## config.mk

```make
export PLATFORM = sky130hd
export DESIGN_NAME = erg_top
export DESIGN_NICKNAME = d
export VERILOG_FILES = /design/src/design/erg_pkg.sv /design/src/design/erg_top.sv
export VERILOG_INCLUDE_DIRS = /design/src /design/src/design
export SDC_FILE = /design/constraint.sdc
export NUM_CORES = 2
export LEC_CHECK = 0
export ABC_AREA = 1
export BUFFER_PORTS_ARGS = -buffer_cell sky130_fd_sc_hd__buf_2
export CAP_MARGIN = 20
export CORE_MARGIN = 1
export CORE_UTILIZATION = 35
export CTS_CLUSTER_SIZE = 14
export DETAILED_ROUTE_END_ITERATION = 10
export GPL_TIMING_DRIVEN = 1
export HOLD_SLACK_MARGIN = 0.05
export PLACE_DENSITY = 0.63
export SETUP_SLACK_MARGIN = 0.4
export SYNTH_ARGS = -nofsm -noshare
export SYNTH_HDL_FRONTEND = slang
export SYNTH_SLANG_ARGS = --single-unit
```

## constraint.sdc

```tcl
create_clock -name clk -period 5.45 [get_ports clk]
set_clock_uncertainty 0.05 [all_clocks]
set_input_delay 0.545 -clock clk [delete_from_list [all_inputs] [get_ports clk]]
set_output_delay 0.545 -clock clk [all_outputs]
set_load 0.1 [all_outputs]
```

## src/design/erg_consts.svh

```systemverilog
`ifndef ERG_CONSTS_SVH
`define ERG_CONSTS_SVH
// ------------------------------------------------------------
// Bus identifiers and command bytes
// ------------------------------------------------------------
`define ERG_ID_ARRAY   7'h50
`define ERG_ID_POT     7'h57
`define ERG_ID_CTRL    7'h52
`define ERG_CTRL_ADDR  8'hff
`define ERG_WEL_SET    8'h02
`define ERG_WEL_CLR    8'h00
`define ERG_REGISTER_WRITE_UNLOCK_SET   8'h06
`define ERG_POT_RSVD   2'h3
`define ERG_FILL_BYTE  8'hff
`define ERG_BYTE_BITS  4'h8
`define ERG_LAST_PHASE 2'h2
// ------------------------------------------------------------
// Control register bit positions and factory values
// ------------------------------------------------------------
`define ERG_B_DLY_LO   0
`define ERG_B_WEL      1
`define ERG_B_REGISTER_WRITE_UNLOCK     2
`define ERG_B_LOCK_LO  3
`define ERG_B_LOCK_HI  4
`define ERG_B_MON3     5
`define ERG_B_MON2     6
`define ERG_B_DLY_HI   7
`define ERG_LOCK_DEF   2'h0
`define ERG_DLY_DEF    2'h1
`define ERG_LOCK_QTR   8'hc0
`define ERG_LOCK_HALF  8'h80
// ------------------------------------------------------------
// Timing
// ------------------------------------------------------------
`define ERG_CLK_KHZ    20000
`define ERG_DLY0_MS    50
`define ERG_DLY1_MS    100
`define ERG_DLY2_MS    200
`define ERG_DLY3_MS    300
`define ERG_DLY_W      23
`endif

```

## src/design/erg_pkg.sv

```systemverilog
package erg_pkg;
   typedef enum logic [2:0] {
      ST_IDLE  = 3'b000,
      ST_RXB   = 3'b001,
      ST_RXACK = 3'b010,
      ST_TXB   = 3'b011,
      ST_TXACK = 3'b100
   } erg_state_e;

   typedef enum logic [1:0] {
      ID_ARR  = 2'b00,
      ID_POT  = 2'b01,
      ID_CTRL = 2'b10
   } erg_id_e;

   typedef struct packed {
      logic [1:0]  scl_s;
      logic [1:0]  sda_s;
      logic [1:0]  wp_s;
      logic [1:0]  m2_s;
      logic [1:0]  m3_s;
      logic        scl_q;
      logic        sda_q;
      erg_state_e  st;
      erg_id_e     id;
      logic        rd;
      logic [1:0]  phase;
      logic [3:0]  bitc;
      logic [7:0]  sh;
      logic [7:0]  ptr;
      logic        cur_ok;
      logic        addr_set;
      logic        reg_done;
      logic        mack;
      logic        write_enable_latch;
      logic        register_write_unlock;
      logic [1:0]  lock;
      logic [1:0]  dly;
      logic        f2;
      logic        f3;
      logic        oe;
      logic        armed;
      logic [22:0] hold;
      logic        hold_on;
   } erg_s;
endpackage

```

## src/design/erg_top.sv

```systemverilog
`timescale 1ns/1ns
`include "erg_consts.svh"
// How it works
// - Pointer advances by one after each read
// - Read address acked, eight bits sent
// - Other-identifier access blocks current reads
// - Dummy write loads the address pointer
// - Repeated start read returns addressed byte
// - Stop after address: load pointer, standby
// - Master ack fetches next byte
// - Pointer wraps from last byte to zero
// - Volatile bits clear; stored bits reload factory values
// - Writes nacked unless write enable set
// - 02h sets, 00h clears write enable
// - Enable change needs no programming wait
// - Other bits change only when unlocked, except monitor flags, which drop at a low level
// - Unlock settable only with write enable
// - Unlock clears on write or lock hit
// - Lock field selects protected address range
// - Write to locked address aborted
// - Nonzero lock refuses wiper writes
// - Protect pin blocks array/wiper writes
// - Power-on hold always uses the factory delay value, DLY1_CYC
// - Control register: address FFh, one byte
// - Control register bit layout fixed
module erg_top #(
   parameter int unsigned DLY0_CYC = `ERG_DLY0_MS * `ERG_CLK_KHZ,
   parameter int unsigned DLY1_CYC = `ERG_DLY1_MS * `ERG_CLK_KHZ,
   parameter int unsigned DLY2_CYC = `ERG_DLY2_MS * `ERG_CLK_KHZ,
   parameter int unsigned DLY3_CYC = `ERG_DLY3_MS * `ERG_CLK_KHZ,
   parameter int unsigned DEPTH    = 256
) (
   // Clock and reset
   input  wire logic       clk,
   input  wire logic       rst_n,
   // Two-wire bus
   input  wire logic       scl_i,
   input  wire logic       sda_i,
   output logic            sda_o,
   output logic            sda_oe,
   // Protection and monitor levels
   input  wire logic       wp_i,
   input  wire logic       monitor_two_level,
   input  wire logic       monitor_three_level,
   // Status
   output logic [7:0]      control_status_reg,
   output logic            supply_reset_out
);
   erg_pkg::erg_s r;
   erg_pkg::erg_s n;
   logic [7:0]    mem [DEPTH];
   logic          scl, sda, rise, fall, start, stop, locked, dec, mem_we;
   logic [7:0]    ctrl;

   // ------------------------------------------------------------
   // Line events
   // ------------------------------------------------------------
   assign scl   = r.scl_s[1];
   assign sda   = r.sda_s[1];
   assign rise  = scl & ~r.scl_q;
   assign fall  = ~scl & r.scl_q;
   assign start = scl & r.scl_q & r.sda_q & ~sda;
   assign stop  = scl & r.scl_q & ~r.sda_q & sda;
   assign dec   = (r.st == erg_pkg::ST_RXB) && fall && (r.bitc == `ERG_BYTE_BITS);

   // Control register image
   always_comb
   begin
      ctrl = '0;
      ctrl[`ERG_B_DLY_HI]  = r.dly[1];
      ctrl[`ERG_B_MON2]    = r.f2;
      ctrl[`ERG_B_MON3]    = r.f3;
      ctrl[`ERG_B_LOCK_HI] = r.lock[1];
      ctrl[`ERG_B_LOCK_LO] = r.lock[0];
      ctrl[`ERG_B_REGISTER_WRITE_UNLOCK]    = r.register_write_unlock;
      ctrl[`ERG_B_WEL]     = r.write_enable_latch;
      ctrl[`ERG_B_DLY_LO]  = r.dly[0];
   end

   // Protected range of the pointer
   always_comb
   begin
      case (r.lock)
         2'h0:    locked = 1'b0;
         2'h1:    locked = r.ptr >= `ERG_LOCK_QTR;
         2'h2:    locked = r.ptr >= `ERG_LOCK_HALF;
         default: locked = 1'b1;
      endcase
   end

   // ------------------------------------------------------------
   // Next state
   // ------------------------------------------------------------
   always_comb
   begin
      logic ack;
      logic load;
      logic [7:0] tx;
      ack  = 1'b0;
      load = 1'b0;
      tx   = `ERG_FILL_BYTE;
      n    = r;
      mem_we = 1'b0;
      n.scl_s = {r.scl_s[0], scl_i};
      n.sda_s = {r.sda_s[0], sda_i};
      n.wp_s  = {r.wp_s[0], wp_i};
      n.m2_s  = {r.m2_s[0], monitor_two_level};
      n.m3_s  = {r.m3_s[0], monitor_three_level};
      n.scl_q = scl;
      n.sda_q = sda;
      n.f2    = r.f2 & r.m2_s[1];
      n.f3    = r.f3 & r.m3_s[1];
      case (r.st)
         erg_pkg::ST_RXB:
         begin
            if (rise)
            begin
               n.sh   = {r.sh[6:0], sda};
               n.bitc = r.bitc + 4'h1;
            end
            if (dec)
            begin
               n.bitc = '0;
               case (r.phase)
                  2'h0:
                  begin
                     n.rd = r.sh[0];
                     if (r.sh[7:1] == `ERG_ID_ARRAY)
                     begin
                        n.id = erg_pkg::ID_ARR;
                        ack  = ~r.sh[0] | r.cur_ok | r.addr_set;
                     end
                     else if (r.sh[7:1] == `ERG_ID_POT || r.sh[7:1] == `ERG_ID_CTRL)
                     begin
                        n.id = (r.sh[7:1] == `ERG_ID_POT) ? erg_pkg::ID_POT
                                                           : erg_pkg::ID_CTRL;
                        n.cur_ok = 1'b0;
                        ack = 1'b1;
                     end
                  end
                  2'h1:
                  begin
                     if (r.id == erg_pkg::ID_ARR)
                     begin
                        n.ptr = r.sh;
                        n.addr_set = 1'b1;
                        ack = 1'b1;
                     end
                     else if (r.id == erg_pkg::ID_POT)
                        ack = r.sh[1:0] != `ERG_POT_RSVD;
                     else
                        ack = r.sh == `ERG_CTRL_ADDR;
                  end
                  default:
                  begin
                     if (r.id == erg_pkg::ID_ARR)
                     begin
                        if (locked)
                           n.register_write_unlock = 1'b0;
                        ack = r.write_enable_latch & ~r.wp_s[1] & ~locked;
                        mem_we = ack;
                        if (ack)
                           n.ptr = r.ptr + 8'h1;
                     end
                     else if (r.id == erg_pkg::ID_POT)
                        ack = r.write_enable_latch & (r.lock == `ERG_LOCK_DEF) & ~r.wp_s[1];
                     else if (!r.reg_done)
                     begin
                        n.reg_done = 1'b1;
                        if (r.register_write_unlock && !r.sh[`ERG_B_REGISTER_WRITE_UNLOCK])
                        begin
                           ack    = 1'b1;
                           n.write_enable_latch  = r.sh[`ERG_B_WEL];
                           n.register_write_unlock = 1'b0;
                           n.f2   = r.sh[`ERG_B_MON2] & r.m2_s[1];
                           n.f3   = r.sh[`ERG_B_MON3] & r.m3_s[1];
                           if (!r.wp_s[1])
                           begin
                              n.lock = {r.sh[`ERG_B_LOCK_HI], r.sh[`ERG_B_LOCK_LO]};
                              n.dly  = {r.sh[`ERG_B_DLY_HI], r.sh[`ERG_B_DLY_LO]};
                           end
                        end
                        else if (r.register_write_unlock)
                           ack = 1'b1;
                        else if (r.sh == `ERG_WEL_SET || r.sh == `ERG_WEL_CLR)
                        begin
                           ack   = 1'b1;
                           n.write_enable_latch = r.sh == `ERG_WEL_SET;
                        end
                        else if (r.sh == `ERG_REGISTER_WRITE_UNLOCK_SET)
                        begin
                           ack    = r.write_enable_latch;
                           n.register_write_unlock = r.write_enable_latch;
                        end
                     end
                  end
               endcase
               if (r.phase != `ERG_LAST_PHASE)
                  n.phase = r.phase + 2'h1;
               n.oe = ack;
               n.st = ack ? erg_pkg::ST_RXACK : erg_pkg::ST_IDLE;
            end
         end
         erg_pkg::ST_RXACK:
            if (fall)
            begin
               n.oe = 1'b0;
               n.st = erg_pkg::ST_RXB;
               load = r.rd && (r.phase == 2'h1);
            end
         erg_pkg::ST_TXB:
         begin
            if (rise)
               n.bitc = r.bitc + 4'h1;
            if (fall)
            begin
               if (r.bitc == `ERG_BYTE_BITS)
               begin
                  n.oe   = 1'b0;
                  n.bitc = '0;
                  n.st   = erg_pkg::ST_TXACK;
               end
               else
               begin
                  n.sh = {r.sh[6:0], 1'b0};
                  n.oe = ~r.sh[6];
               end
            end
         end
         erg_pkg::ST_TXACK:
         begin
            if (rise)
               n.mack = ~sda;
            if (fall)
            begin
               n.st = erg_pkg::ST_IDLE;
               load = r.mack && (r.id == erg_pkg::ID_ARR);
            end
         end
         default: n.st = erg_pkg::ST_IDLE;
      endcase
      // Fetch a byte for transmission
      if (load)
      begin
         if (r.id == erg_pkg::ID_ARR)
         begin
            tx    = mem[r.ptr];
            n.ptr = r.ptr + 8'h1;
            if (r.addr_set)
               n.cur_ok = 1'b1;
         end
         else if (r.id == erg_pkg::ID_CTRL)
            tx = ctrl;
         n.sh   = tx;
         n.oe   = ~tx[7];
         n.bitc = '0;
         n.st   = erg_pkg::ST_TXB;
      end
      // Start and stop override everything on the bus side
      if (start)
      begin
         n.st = erg_pkg::ST_RXB;
         n.phase = '0;
         n.bitc = '0;
         n.oe = 1'b0;
         n.reg_done = 1'b0;
      end
      else if (stop)
      begin
         n.st = erg_pkg::ST_IDLE;
         n.oe = 1'b0;
         n.addr_set = 1'b0;
         n.reg_done = 1'b0;
      end
      // Power-on hold timer
      if (r.armed)
      begin
         n.armed = 1'b0;
         case (r.dly)
            2'h0:    n.hold = `ERG_DLY_W'(DLY0_CYC);
            2'h1:    n.hold = `ERG_DLY_W'(DLY1_CYC);
            2'h2:    n.hold = `ERG_DLY_W'(DLY2_CYC);
            default: n.hold = `ERG_DLY_W'(DLY3_CYC);
         endcase
      end
      else if (r.hold != '0)
         n.hold = r.hold - `ERG_DLY_W'(1);
      n.hold_on = n.armed | (n.hold != '0);
      // Power-up: volatile bits zero, stored bits factory values
      if (!rst_n)
      begin
         n       = '0;
         n.scl_s = 2'h3;
         n.sda_s = 2'h3;
         n.scl_q = 1'b1;
         n.sda_q = 1'b1;
         n.lock  = `ERG_LOCK_DEF;
         n.dly   = `ERG_DLY_DEF;
         n.armed = 1'b1;
         n.hold_on = 1'b1;
         mem_we  = 1'b0;
      end
   end

   // State register
   always_ff @(posedge clk)
      r <= n;

   // Array storage, no reset
   always_ff @(posedge clk)
      if (mem_we)
         mem[r.ptr] <= r.sh;

   // Outputs
   assign sda_o              = 1'b0;
   assign sda_oe             = r.oe;
   assign control_status_reg = ctrl;
   assign supply_reset_out   = r.hold_on;
endmodule

```

## After elaboration in Yosys (flattened, before gate mapping)

Memories as Yosys holds them, arrays and structs flattened. A register that Yosys moved wholly into a read port is not among the register bits.
Cells that the tools add are included.

- Register bits after elaboration: 78
- RAM bits: 2048
- Output and inout bits: 11
- Memories: 1

- Add/sub/neg operators: 4
- Order comparisons: 2
- Eq/ne operators: 42
- Multiplexer cells: 92
- Bitwise logic cells: 31
- Reductions and logical operators: 39

Memories:

| name | depth | width | read ports | clocked after memory_dff | wr ports | line | source |
|---|---|---|---|---|---|---|---|
| mem | 256 | 8 | 1 | 1 | 1 | erg_top.sv:51 | `logic [7:0] mem [DEPTH];` |

Operators with widths:

| kind | number |
|---|---|
| $pmux 23 s3 | 1 |
| $mux 8 | 8 |
| $mux 23 | 2 |
| $reduce_bool 23->1 | 2 |
| $mux 1 | 42 |
| $mux 12 | 3 |
| $mux 25 | 1 |
| $mux 2 | 12 |
| $pmux 12 s2 | 1 |
| $sub 23x1->23 const B | 1 |
| $mux 11 | 2 |
| $eq 7x7->1 const B | 3 |
| $ne 5x5->1 const B | 4 |
| $reduce_and 5->1 | 4 |
| $mux 3 | 6 |
| $ne 3x3->1 const B | 6 |
| $mux 17 | 1 |
| $ge 8x8->1 const B | 2 |
| $ne 2x2->1 const B | 8 |
| $pmux 8 s2 | 1 |
| $reduce_and 8->1 | 2 |
| $and 1x1->1 | 15 |
| $mux 7 | 2 |
| $not 1->1 | 14 |
| other kinds (37) | 67 |

## Longest topological paths before layout

- Depth after elaboration: 17
- Depth in mapped cells: 19
- Gate-level depth less buffers: 17

## Worst setup path before layout

Ideal clock, no wire load.

- Kind: reg-to-reg
- Start: register r[47] (netlist name)
- End: register r[64] (netlist name)
- Library setup time: 57 ps
- Arrival: 5135 ps
- Required time: 5343 ps
- Slack: 208 ps
- Cell stages (with the launch flop): 11
- Buffers on the path: 0
- Clock period less this slack: 5242 ps
- Cells stage by stage: dfxtp_1 -> inv_1 -> nor4_1 -> a21oi_1 -> nand2_1 -> nand2_1 -> o21ai_0 -> nand3_1 -> nand3_1 -> o21ai_0 -> inv_1

- Cells in the longest elaborated chain, start to end: 15

Ends and longest elaborated chain:

| item | line | source |
|---|---|---|
| start: declaration | erg_top.sv:49 | `erg_pkg::erg_s r;` |
| start signal: assignment | erg_top.sv:307 | `r <= n;` |
| $eq 8x3->1 (no source line) (tied with other cells) | n/a |  |
| $mux 1 or $logic_or 1x1->1 (tied branches) | n/a |  |
| $mux 1 | erg_top.sv:185 | `` else if (r.sh == `ERG_WEL_SET \|\| r.sh == `ERG_WEL_CLR) `` |
| $mux 1 | erg_top.sv:183 | `else if (r.register_write_unlock)` |
| $mux 1 | erg_top.sv:170 | `` if (r.register_write_unlock && !r.sh[`ERG_B_REGISTER_WRITE_UNLOCK]) `` |
| $mux 1 | erg_top.sv:167 | `else if (!r.reg_done)` |
| $mux 1 | erg_top.sv:165 | `else if (r.id == erg_pkg::ID_POT)` |
| $mux 1 | erg_top.sv:156 | `if (r.id == erg_pkg::ID_ARR)` |
| $pmux 1 s2 (*) | erg_top.sv:124 | `case (r.phase)` |
| $mux 1 (*) | erg_top.sv:121 | `if (dec)` |
| $mux 1 (*) | erg_top.sv:113 | `case (r.st)` |
| $mux 2 (*) | erg_top.sv:201 | `n.st = ack ? erg_pkg::ST_RXACK : erg_pkg::ST_IDLE;` |
| $mux 12 (*) | erg_top.sv:121 |  |
| $pmux 3 s4 (*) | erg_top.sv:113 |  |
| $mux 2 (*) | erg_top.sv:243 | `if (load)` |

Mark *: on every way between the ends. The rest lies on a longest branch, timed or not. The select of a mux whose other input is x is not followed.
A chain may end at the register's enable or synchronous reset.

## Final worst setup path

- Start: register r[54] (netlist name)
- End: memory mem[40][6], enable pin

- Cells in the longest elaborated chain, start to end: 7

Ends and longest elaborated chain:

| item | line | source |
|---|---|---|
| $eq 4x4->1 (no source line) | n/a |  |
| $logic_and 1x1->1 | erg_top.sv:64 | `` assign dec = (r.st == erg_pkg::ST_RXB) && fall && (r.bitc == `ERG_BYTE_BITS); `` |
| $mux 1 | erg_top.sv:121 |  |
| $mux 1 | erg_top.sv:113 |  |
| $mux 1 | erg_top.sv:290 | `if (!rst_n)` |
| $mux 1 | erg_top.sv:311 | `if (mem_we)` |
| $mux 1 (not written as such) | erg_top.sv:312 | `mem[r.ptr] <= r.sh;` |
| end: declaration | erg_top.sv:51 |  |

Every way passes these cells.

==> results.cfg <==
[critical_path]
path_class = flip-flop to flip-flop
arrival_ps = 4630
cp-start-kind = flip-flop
cp.required_ps = 5900
end_kind = flip-flop
path_max_fanout = 9

[clock_tree]
cts_tree = yes
clockBufferDepth = 3
cts_made_buffers = 214
clock_latency_ps = 870
path_clk_slew_ps = 60
htreeDepth = 4
ctsResizeCount = 0
post_cts_buffers = 0
cts.sinks = 2126
cts-root-buf = clkbuf_16

[placement]
post-dp-hpwl_mm = 139
io_buffers = 16
gp_congestion = 0.909
dpl_cell_area_mm2 = 0.0897

[logic_synthesis]
synth_top_area_share_pct = 71.2
synth_largest_area_cell = edfxtp_1
synth_cell_type_count = 48
postSynthNetCount = 7393
synth_area_leaders = edfxtp_1 71%, nor2_1 6.6%, o21ai_0 5.9%, nand2_1 5.2%, o22ai_1 2.6%
synth_cells = 7375
syn-mean-instance-area_um2 = 11.7
synth-warning-count = 0
ys_seq_area_share_pct = 73.0
netlist_area_mm2 = 0.0863
synth_seq_cells = 2126

[cells_and_area]
multi_input_area_mm2 = 0.0204
nNetsFinal = 7303
largest_register_ffs = 2048
ff_latch_area_mm2 = 0.0631
drive_above_1_share_pct = 6.64
fillCellCount = 22800
fin_area_mm2 = 0.0968
area_growth_pct = 12.1

[routing]
viasPerCell = 5.43
drc_errors = 0
wl_per_cell_um = 22.8
ant_nets = 0
wl_mm = 243
via_count = 58000
drt_iter0_markers = 7154
drt-pass1-iter-count = 6

[sta]
min_period_over_period_pct = 76.7
min_period_ps = 4180
slew_headroom_pct = 13.5
final-hold-violation-count = 0
slew_violations = 0
max_freq_ghz = 0.239
tightest_slew_ps = 1300
setup_violations = 0
setup_tns_ps = 0
rsz0062_at_grt = no

[job]
max-cap-violations = 0

[global_route]
grt_use_total_pct = 19.1
grt.overflow.total = 0
grt_first_pass_wirelength_mm = 360
grt_antenna_before_repair = 5
grt_max_degree = 194
grt_pass1_vias = 55300

[die]
die_height_um = 499
num_rows = 181
die_w_um = 499
coreArea_mm2 = 0.244
boundaryPins = 18
dieArea_mm2 = 0.249
start_util_pct = 35.4

[power_and_ir_drop]
p_leak_nw = 29.5
powerDensity_mw_per_mm2 = 335
peakVddDrop_uv = 353

[hold_path]
hold_class = input port to flip-flop

[status]
status = complete, no violations
## final timing paths
kind | startpoint | end | slack [ps] | depth (start not counted)
setup / recovery | r[54] | mem[40][6] | 1270 | 11
hold / removal | rst_n | r[67] | 120 | 3
setup reg to reg | r[54] | mem[40][6] | 1270 | 11
hold reg to reg | r[74] | r[75] | 370 | 1
## critical path: stages, from the launching register on
cell and delay [ps]:
dfxtp_1 340, inv_1 80, ha_1 140, nand3_1 150, nor2_4 200, nand2_4 100, nor2_2 110, inv_1 110
nor3_4 520, buf_4 360, nand3_1 720, nor2_1 910
## power breakdown
group,internal (mW),switching (mW)
Sequential,17.7,0.0208
Combinational,0.0571,0.122
Clock,8.24,6.33
Total,25.9,6.47
## final cells by class
type | instances | share of cell area, %
Antenna cell | 4 | 0.0103
Clock buffer | 272 | 5.81
Clock inverter | 126 | 1.37
Inverter | 224 | 0.889
Multi-Input combinational cell | 4567 | 21.1
Sequential cell | 2126 | 65.2
Tap cell | 3202 | 4.14
Timing Repair Buffer | 152 | 1.56
## layer usage
layer	vias to the layer above	part of all wire [%]	track usage [%]	wire, um
met3	454	9.6	3.63	23400
met4	2	3.7	7.48	9010
met2	3022	45	29.3	110000
met5	-	0.0049	0	12
li1	25900	-	-	-
met1	28600	41	26.6	101000
## per-stage QoR
stage	utilization [%]	hold slack [ps]	setup slack (ps)	instances	total power, mW
final	39.7	123	1270	10700	32.4
after CTS	39.6	56.1	1300	10700	32.5
after global placement	36.7	355	1400	10300	18.2
after detailed placement	36.8	349	1310	10300	18.2
after floorplan	-	340	407	7375	18.2
after global routing	39.7	98.3	1030	10700	33.2
## cell families (layout without fill, tap and decap cells)
family | count (synthesis) | in the layout | share of synthesized area (%)
buf+inv | 682 | 774 | 3.43
compound gates | 1592 | 1592 | 9.84
flops | 2126 | 2126 | 73.0
simple gates | 2948 | 2948 | 13.4
other cells | 1 | 5 | 0.00434
xor+xnor | 15 | 15 | 0.152
fa+ha+maj | 11 | 11 | 0.159
## repair_timing
item,4_1_cts,5_1_grt
endpoints found under the setup margin,0,0
hold buffers,5,0
endpoints found under the hold margin,5,0
## cells in the final DEF, fill, tap and decap left out, types with 4 or more instances in the layout
cell / instances
a211oi_1: 5
a21o_1: 4
a21oi_1: 83
buf_12: 27
buf_2: 16
buf_4: 100
bufinv_16: 19
clkbuf_1: 55
clkbuf_16: 216
clkinv_1: 53
clkinv_16: 7
clkinv_2: 35
clkinv_4: 4
clkinvlp_4: 6
dfxtp_1: 68
dfxtp_4: 10
diode_2: 4
dlygate4sd3_1: 5
edfxtp_1: 2048
ha_1: 11
inv_1: 214
inv_6: 4
nand2_1: 1183
nand2_2: 13
nand3_1: 107
nand3b_1: 4
nand4_1: 71
nor2_1: 1521
nor2_2: 5
nor2_4: 8
nor3_1: 13
nor4_1: 6
o21ai_0: 1025
o21ai_1: 93
o22ai_1: 364
or2_2: 6
xnor2_1: 7
xor2_1: 8
## synthesized netlist by cell type, drive strengths merged
| cell type | instances |
|---|---|
| nor3b | 1 |
| or2 | 6 |
| a21oi | 83 |
| a21o | 4 |
| nor4 | 7 |
| o31ai | 1 |
| o22ai | 364 |
| xnor2 | 7 |
| conb | 1 |
| o211ai | 3 |
| and2 | 3 |
| clkinv | 6 |
| a31oi | 3 |
| nand3 | 107 |
| xor2 | 8 |
| o2111ai | 2 |
| o41ai | 2 |
| a211oi | 5 |
| and3 | 1 |
| buf | 258 |
| nand2 | 1199 |
| nand4 | 71 |
| nand3b | 4 |
| edfxtp | 2048 |
| nor3 | 15 |
| dfxtp | 78 |
| ha | 11 |
| o21a | 3 |
| o311ai | 2 |
| a221oi | 1 |
| o211a | 1 |
| nor2 | 1534 |
| clkbuf | 200 |
| o21ai | 1118 |
| inv | 218 |
(Power assumes the default switching activity.)
